**src/rtl/seg_pkg.sv**
```systemverilog
// Shared constants and types for the segment selector translation unit
package seg_pkg;
    // Segment register encodings; the local table register follows the six
    localparam logic [2:0] SEG_EXTRA   = 3'h0;
    localparam logic [2:0] SEG_CODE    = 3'h1;
    localparam logic [2:0] SEG_STACK   = 3'h2;
    localparam logic [2:0] SEG_PRIMARY = 3'h3;
    localparam logic [2:0] SEG_THR_A   = 3'h4;
    localparam logic [2:0] SEG_THR_B   = 3'h5;
    localparam logic [2:0] SEG_LOCAL   = 3'h6;
    localparam int         NUM_SEG     = 7;
    // Selector fields
    localparam int SEL_IDX_MSB = 15;
    localparam int SEL_IDX_LSB = 3;
    localparam int SEL_TI_BIT  = 2;
    localparam int SEL_RPL_MSB = 1;
    localparam logic [2:0] DESC_SCALE_ZERO = 3'h0;
    // System table register selects for the write port
    localparam logic [1:0] SYS_GLOBAL = 2'h0;
    localparam logic [1:0] SYS_INTR   = 2'h1;
    localparam logic [1:0] SYS_TASK   = 2'h2;
    // Reset values and fixed figures
    localparam logic [15:0] SEL_RESET   = 16'h0000;
    localparam logic [31:0] LIMIT_RESET = 32'h0000_ffff;
    localparam logic [1:0]  CPL_RESET   = 2'h0;
    localparam logic [1:0]  CPL_USER    = 2'h3;
    localparam int          CANON_MSB   = 47;

    // Descriptor contents as delivered by the fetch port
    typedef struct packed {
        logic [31:0] base;
        logic [31:0] limit;
        logic [1:0]  descriptor_priv_level;
        logic        def_size;
        logic        long_attr;
        logic        present;
    } desc_t;

    // Selector plus hidden portion of one segment register
    typedef struct packed {
        logic [15:0] sel;
        logic [63:0] base;
        logic [31:0] limit;
        logic [1:0]  descriptor_priv_level;
        logic        def_size;
        logic        long_attr;
        logic        valid;
    } hidden_t;

    typedef struct packed {
        logic [63:0] base;
        logic [31:0] limit;
    } sys_reg_t;

    typedef struct packed {
        logic [2:0]  seg;
        logic [15:0] sel;
        logic        priv_ret;
    } load_req_t;
endpackage

```
**src/rtl/seg_translate.sv**
```systemverilog
// Segment selector load, descriptor fetch and address translation unit
//
// Summary of operation
// [RULE_01] Each segment has own base and 32-bit limit, one byte to 4 Gbytes.
// [RULE_02] Outside 64-bit mode linear addresses stay within low 4 Gbytes.
// [RULE_03] Flat model: software programs all bases zero, limits 4 Gbytes.
// [RULE_04] 64-bit mode: base taken as zero, limits and attributes ignored.
// [RULE_05] 64-bit mode still uses code privilege, default size, long attr.
// [RULE_06] 64-bit mode: both thread-base segments add their non-zero base.
// [RULE_07] Table and task registers stay in use in every mode.
// [RULE_08] Loading a selector fetches its descriptor into the hidden portion.
// [RULE_09] Index bits 15:3 times eight give descriptor byte offset.
// [RULE_10] Table-select bit 2 picks global or local table base.
// [RULE_11] Index scaled by eight even for 16-byte descriptors.
// [RULE_12] Requestor privilege bits 1:0 are kept with the selector.
// [RULE_13] Index 0 with table bit 0 is null and invalidates the register.
// [RULE_14] Outside 64-bit mode a reference through null selector faults.
// [RULE_15] Null allowed in data registers and local table; code faults.
// [RULE_16] Null stack load faults outside 64-bit mode or at privilege 3.
// [RULE_17] Flag set: null load clears base, limit; not on privileged returns. Code exempts only data registers on those returns.
// [RULE_18] Flag clear: base and limit after null load are left as they were.
// [RULE_19] Table registers hold location and size; task register too.
// [RULE_20] Thread-base selector loads write 32-bit base, upper bits cleared.
// [RULE_21] 64-bit thread-base references check canonical form only.
// [RULE_22] Hidden portion changes only after a successful descriptor fetch or a null load.
`timescale 1ns/100ps
`default_nettype none
module seg_translate (
    input  wire logic              clk_i,
    input  wire logic              rst_n_i,
    input  wire logic              long_active_i,
    input  wire logic              null_load_zeroes_base_flag_i,
    input  wire logic              load_valid_i,
    input  wire seg_pkg::load_req_t load_req_i,
    output logic                   load_ready_o,
    output logic                   load_done_o,
    output logic                   general_protection_fault_o,
    output logic                   fetch_req_o,
    output logic [63:0]            fetch_addr_o,
    input  wire logic              fetch_rsp_valid_i,
    input  wire logic              fetch_err_i,
    input  wire seg_pkg::desc_t    fetch_desc_i,
    input  wire logic              sys_wr_i,
    input  wire logic [1:0]        sys_sel_i,
    input  wire seg_pkg::sys_reg_t sys_data_i,
    input  wire logic              ref_valid_i,
    input  wire logic [2:0]        ref_seg_i,
    input  wire logic [63:0]       ref_ea_i,
    output logic                   ref_done_o,
    output logic                   ref_fault_o,
    output logic [63:0]            lin_addr_o,
    input  wire logic [2:0]        rd_seg_i,
    output logic [15:0]            rd_sel_o,
    output logic [1:0]             current_priv_level_o,
    output logic                   def_op32_o,
    output logic                   mode64_o
);
    import seg_pkg::*;

    typedef enum logic [1:0] {
        ST_IDLE  = 2'b01,
        ST_FETCH = 2'b10
    } state_t;

    state_t      state_reg;
    load_req_t   pend_reg;
    hidden_t     seg_reg [NUM_SEG];
    sys_reg_t    sys_reg [3];
    logic        in_null;
    logic        in_fault;
    logic        in_data;
    logic [63:0] tbase;
    logic        accept;
    logic        commit;

    function automatic logic is_null(input logic [15:0] s);
        return (s[SEL_IDX_MSB:SEL_IDX_LSB] == 13'h0) && !s[SEL_TI_BIT];
    endfunction

    assign accept = (state_reg == ST_IDLE) && load_valid_i;
    assign commit = (state_reg == ST_FETCH) && fetch_rsp_valid_i
                    && !fetch_err_i && fetch_desc_i.present;
    assign in_null = is_null(load_req_i.sel); // RULE_13
    assign in_data = (load_req_i.seg == SEG_EXTRA)
                  || (load_req_i.seg == SEG_PRIMARY)
                  || (load_req_i.seg == SEG_THR_A)
                  || (load_req_i.seg == SEG_THR_B);

    // Null loads are decided without a fetch
    always_comb begin
        in_fault = 1'b0;
        if (in_null) begin
            if (load_req_i.seg == SEG_CODE) begin
                in_fault = 1'b1; // RULE_15
            end else if (load_req_i.seg == SEG_STACK) begin
                in_fault = !mode64_o
                        || (current_priv_level_o == CPL_USER); // RULE_16
            end
        end
    end

    // Local table register itself is always described by the global table
    always_comb begin
        if (load_req_i.sel[SEL_TI_BIT] && load_req_i.seg != SEG_LOCAL) begin
            tbase = seg_reg[SEG_LOCAL].base; // RULE_10
        end else begin
            tbase = sys_reg[SYS_GLOBAL].base; // RULE_10
        end
    end

    always_ff @(posedge clk_i) begin
        if (!rst_n_i) begin
            state_reg <= ST_IDLE;
            pend_reg  <= '0;
        end else begin
            unique case (state_reg)
                ST_IDLE: begin
                    if (accept && !in_null) begin
                        state_reg <= ST_FETCH; // RULE_08
                        pend_reg  <= load_req_i;
                    end
                end
                ST_FETCH: begin
                    if (fetch_rsp_valid_i) begin
                        state_reg <= ST_IDLE;
                    end
                end
            endcase
        end
    end

    // Descriptor fetch request held until the response
    always_ff @(posedge clk_i) begin
        if (!rst_n_i) begin
            fetch_req_o  <= 1'b0;
            fetch_addr_o <= 64'h0;
            load_ready_o <= 1'b0;
        end else begin
            load_ready_o <= !(accept && !in_null)
                         && !(state_reg == ST_FETCH && !fetch_rsp_valid_i);
            if (accept && !in_null) begin
                fetch_req_o  <= 1'b1;
                // 16-byte entries still scale by eight
                fetch_addr_o <= tbase + {48'h0,
                    load_req_i.sel[SEL_IDX_MSB:SEL_IDX_LSB],
                    DESC_SCALE_ZERO}; // RULE_09 RULE_11
            end else if (fetch_rsp_valid_i) begin
                fetch_req_o  <= 1'b0;
            end
        end
    end

    always_ff @(posedge clk_i) begin
        if (!rst_n_i) begin
            load_done_o                <= 1'b0;
            general_protection_fault_o <= 1'b0;
        end else begin
            load_done_o                <= (accept && in_null && !in_fault)
                                       || commit;
            general_protection_fault_o <= (accept && in_fault)
                || (state_reg == ST_FETCH && fetch_rsp_valid_i && !commit);
        end
    end

    // Hidden portions; a failed fetch leaves them untouched
    always_ff @(posedge clk_i) begin
        if (!rst_n_i) begin
            for (int i = 0; i < NUM_SEG; i++) begin
                seg_reg[i]       <= '0;
                seg_reg[i].sel   <= SEL_RESET;
                seg_reg[i].limit <= LIMIT_RESET;
            end
        end else if (accept && in_null && !in_fault) begin
            seg_reg[load_req_i.seg].sel   <= load_req_i.sel; // RULE_12
            seg_reg[load_req_i.seg].valid <= 1'b0; // RULE_13
            // Flag clear leaves base and limit alone; 64-bit thread-base references and local-table descriptor fetches still use the base
            if (null_load_zeroes_base_flag_i // RULE_18
                && !(load_req_i.priv_ret && in_data)) begin
                seg_reg[load_req_i.seg].base  <= 64'h0; // RULE_17
                seg_reg[load_req_i.seg].limit <= 32'h0; // RULE_17
            end
        end else if (commit) begin
            seg_reg[pend_reg.seg].sel       <= pend_reg.sel; // RULE_22
            seg_reg[pend_reg.seg].base      <= {32'h0,
                                                fetch_desc_i.base}; // RULE_20
            seg_reg[pend_reg.seg].limit     <= fetch_desc_i.limit; // RULE_01
            seg_reg[pend_reg.seg].descriptor_priv_level       <= fetch_desc_i.descriptor_priv_level;
            seg_reg[pend_reg.seg].def_size  <= fetch_desc_i.def_size;
            seg_reg[pend_reg.seg].long_attr <= fetch_desc_i.long_attr;
            seg_reg[pend_reg.seg].valid     <= 1'b1; // RULE_08
        end
    end

    // Code segment attributes stay live in every mode
    always_ff @(posedge clk_i) begin
        if (!rst_n_i) begin
            current_priv_level_o <= CPL_RESET;
            def_op32_o           <= 1'b0;
            mode64_o             <= 1'b0;
        end else begin
            if (commit && pend_reg.seg == SEG_CODE) begin
                current_priv_level_o <= fetch_desc_i.descriptor_priv_level; // RULE_05
            end
            def_op32_o <= seg_reg[SEG_CODE].def_size; // RULE_05
            mode64_o   <= long_active_i
                       && seg_reg[SEG_CODE].long_attr; // RULE_05
        end
    end

    // System table and task registers, written directly
    always_ff @(posedge clk_i) begin
        if (!rst_n_i) begin
            for (int i = 0; i < 3; i++) begin
                sys_reg[i] <= '0;
            end
        end else if (sys_wr_i && sys_sel_i <= SYS_TASK) begin
            sys_reg[sys_sel_i] <= sys_data_i; // RULE_07 RULE_19
        end
    end

    always_ff @(posedge clk_i) begin
        if (!rst_n_i) begin
            rd_sel_o <= SEL_RESET;
        end else if (rd_seg_i < 3'(NUM_SEG)) begin
            rd_sel_o <= seg_reg[rd_seg_i].sel;
        end else begin
            rd_sel_o <= SEL_RESET;
        end
    end

    // Reference translation, one cycle
    hidden_t     rh;
    logic        r_thread;
    logic [63:0] r_sum;
    logic [31:0] r_off;
    assign rh       = seg_reg[ref_seg_i < 3'(NUM_SEG) ? ref_seg_i : SEG_PRIMARY];
    assign r_thread = (ref_seg_i == SEG_THR_A) || (ref_seg_i == SEG_THR_B);
    assign r_off    = ref_ea_i[31:0];
    assign r_sum    = (r_thread ? rh.base : 64'h0)
                    + ref_ea_i; // RULE_04 RULE_06

    always_ff @(posedge clk_i) begin
        if (!rst_n_i) begin
            ref_done_o  <= 1'b0;
            ref_fault_o <= 1'b0;
            lin_addr_o  <= 64'h0;
        end else begin
            ref_done_o <= ref_valid_i;
            if (!ref_valid_i) begin
                ref_fault_o <= 1'b0;
            end else if (mode64_o) begin
                lin_addr_o  <= r_sum; // RULE_04 RULE_06
                // Wraps silently; only canonical form is checked
                ref_fault_o <= !((&r_sum[63:CANON_MSB])
                              || !(|r_sum[63:CANON_MSB])); // RULE_21
            end else begin
                lin_addr_o  <= {32'h0, rh.base[31:0] + r_off}; // RULE_02
                ref_fault_o <= !rh.valid // RULE_14
                            || (r_off > rh.limit); // RULE_01
            end
        end
    end
endmodule // seg_translate
`default_nettype wire

```
**config.mk**
```make
export PLATFORM = sky130hd
export DESIGN_NAME = seg_translate
export DESIGN_NICKNAME = d
export VERILOG_FILES = /design/src/rtl/seg_pkg.sv /design/src/rtl/seg_translate.sv
export SDC_FILE = /design/constraint.sdc
export NUM_CORES = 2
export LEC_CHECK = 0
export BUFFER_PORTS_ARGS = -buffer_cell sky130_fd_sc_hd__buf_2
export CAP_MARGIN = 25
export CORE_ASPECT_RATIO = 1.4
export CORE_MARGIN = 4
export CORE_UTILIZATION = 31
export DETAILED_ROUTE_END_ITERATION = 8
export GPL_TIMING_DRIVEN = 0
export PLACE_DENSITY_LB_ADDON = 0.05
export SLEW_MARGIN = 10
export SYNTH_ARGS = -nofsm -noshare
export SYNTH_HDL_FRONTEND = slang
export SYNTH_SLANG_ARGS = --single-unit
export TNS_END_PERCENT = 10
```
**constraint.sdc**
```tcl
create_clock -name clk_i -period 19.89 [get_ports clk_i]
set_input_delay 1.989 -clock clk_i [delete_from_list [all_inputs] [get_ports clk_i]]
set_output_delay 1.989 -clock clk_i [all_outputs]
set_load 0.005 [all_outputs]
```
==> reports/qor.csv <==
metric,value,unit
worst-path fanout max,10,
status,completed,
FILL cells,13200,
clock sinks,824,
postcts setup bufs,0,
Ys Warns,0,
FMAX,121,MHz
register area,0.0230,mm²
CP Class,in2reg,
Cells after Synth,3758,
CP arrival,8.82,ns
Least-Margin Pin Slew,1.16,ns
PwrDens,86.9,mW/mm²
number of gates resized after CTS,0,
nets,4649,
Setup Skew,0.0270,ns
Avg Inst Size Synth,10.8,µm²
Crit. End Element,register,
# IOs,420,
port bufs,377,
met2 wire length,82700,µm
setup_tns,0,ns
area of the multi-input gates,0.0165,mm²
DR vias,30800,
Cell Rows,156,
worst vdd ir,0.0000682,V
post-route ant nets,0,
Netlist cell types,84,
PnR worst setup slack,11.62,ns
total core area,0.129,mm²
number of flops mapped to enable cells by yosys,649,
sequential share of the synthesized area,0.569,
routability cong.,0.879,
die width,313,µm
Final period util,0.416,
dominant synthesized flop cell,edfxtp_1,
M1 WL,65200,µm
Final min period,8.27,ns
Residual DRC,0,
Max H-tree Level,3,
met3 wire length,7340,µm
"Reg clk slew, reported paths",0.06,ns
fin area,0.0483,mm²
first-pass GRT wire length,227000,µm
Die ar.,0.136,mm²
grt total ovfl,0,
CTS Buf Count,92,
total track usage,0.231,
area grow syn2layout,19.5,%
Longest Clk Path Bufs,3,
Slew Limit Fails,0,
Hold Path Class,reg2reg,
HPWL after DPL,124000,µm
worst skew pair latency,0.72,ns
Final Hold Fails,0,
max FFs per register,585,
DIE HEIGHT,435,µm
Post-Syn Area,0.0404,mm²
"Cell Area, Placed",0.0453,mm²
CTS Hold Bufs,0,
Leak,18.2,nW
Starting Density,0.312,
Layout Utilization,0.373,
total power,4.20,mW
crit path launch type,input port,
RSZ-0062 raised after global routing,no,
initial antenna violation count,13,
"FFs w/ async S/R, synth",0,
First-pass DRT Iterations,6,
Mapped Nets,4135,
Iter 0 DRT Violations,2292,
Avg WL per Cell,26.5,µm
vias in the first global route,31300,
"Req. time, crit path",20.45,ns
Clock Root Buffer,clkbuf_16,
proportion of layout cells with a drive suffix above 1,0.146,
Vias/cell,5.06,
CTS tree,done,
# Max-Cap Violations,0,
Total Wirelength,161000,µm
Slew headroom,0.229,
final setup vio count,0,
Top Layer Used,met5,
largest net degree at the start of global routing,38,
Yosys reg bits,824,
dpl ws,10.90,ns
-- metal layers --
metal / GRT usage / vias to the layer above
li1: - / 14600
met1: 0.282 / 15200
met2: 0.416 / 837
met3: 0.0260 / 215
met4: 0.0870 / 2
met5: 0 / -
-- stage by stage --
step,hold WS [ns],instances
5_1_grt,0.466,6091
3_5_place_dp,0.439,5912
2_1_floorplan,0.426,3758
3_3_place_gp,0.435,5873
6_report,0.447,6095
4_1_cts,0.453,6084
-- cell families (layout without fill, tap and decap cells) --
group	Yosys count	in the layout	share of synthesized area
fa+ha+maj	111	111	0.0349
mux	203	203	0.0608
xor+xnor	136	136	0.0295
other cells	0	7	0
buf+inv	267	859	0.0253
simple gates	1506	1506	0.164
compound gates	711	711	0.116
flops	824	824	0.569
-- where the power goes --
group	switching, mW	total (mW)	internal, mW
logic	0.357	0.548	0.191
clock network	0.749	1.69	0.945
registers	0.0349	1.96	1.92
-- Yosys cell counts (all sizes together), types with 48 or more instances --
library cell,n,area (µm²)
a21oi,153,769
a22o,48,420
and2,104,651
clkbuf,176,664
dfxtp,175,3500
edfxtp,649,19500
ha,108,1350
mux2i,153,1530
nand2,494,1860
nand3,60,300
nor2,617,2320
nor2b,72,450
o21ai,199,1000
xnor2,70,613
xor2,66,578
-- cells in the final DEF, fill, tap and decap left out, types with 23 or more instances in the layout --
cell type  netlist  layout
ha_1           108     108
buf_1           37      38
a21o_1          40      40
nand2_1        493     492
nand4_1         36      36
clkbuf_1       175     200
nand3_1         60      60
a22o_1          48      48
xnor2_1         70      70
edfxtp_1       649     649
and3_1          34      34
nor2b_1         72      72
clkinv_1         2      23
clkbuf_16        0      94
and2_1         103     103
a221o_1         34      34
buf_2            2     379
xor2_1          66      66
a211oi_1        34      34
mux4_2          32      32
nor2_1         616     616
dfxtp_1        175     175
inv_1           47      47
o22ai_1         36      36
a21oi_1        152     152
mux2i_1        153     153
o21ai_0        190     184
-- layout make-up --
type                    count  share of cell area
clock buffers             126              0.0522
well taps                1738              0.0450
diodes                      7            0.000363
flip-flops and latches    824               0.476
clock inverters            46             0.00803
inverters                  49             0.00381
plain buffers             218              0.0174
multi-input cells        2667               0.341
repair buffers            420              0.0557
-- path summary, 6_finish.rpt --
path	endpoint	depth (start not counted)	slack, ns	start
setup reg to reg	seg_reg[1][81]	10	14.50	state_reg[0]
hold reg to reg	fetch_addr_o[59]	2	0.45	fetch_addr_o[59]
setup / recovery	ref_fault_o	21	11.62	ref_seg_i[1]
hold / removal	fetch_addr_o[59]	2	0.45	fetch_addr_o[59]
-- worst max-delay path, cell delays in order --
cell      delay, ns
clkbuf_1       0.32
clkbuf_1       0.67
clkbuf_1       0.63
buf_1          0.70
mux2i_1        0.27
nor2_1         0.05
a221o_1        0.46
nor2b_1        0.22
ha_1           0.24
fa_1           0.43
a211oi_1       0.34
o21ai_1        0.23
nand3_1        0.21
a31oi_1        0.23
o311ai_2       0.57
nor2_1         0.18
nand3_1        0.14
xor2_1         0.34
nand4_1        0.18
nor4b_1        0.32
a311oi_1       0.08
No activity file was read; power rests on OpenSTA's default activity.
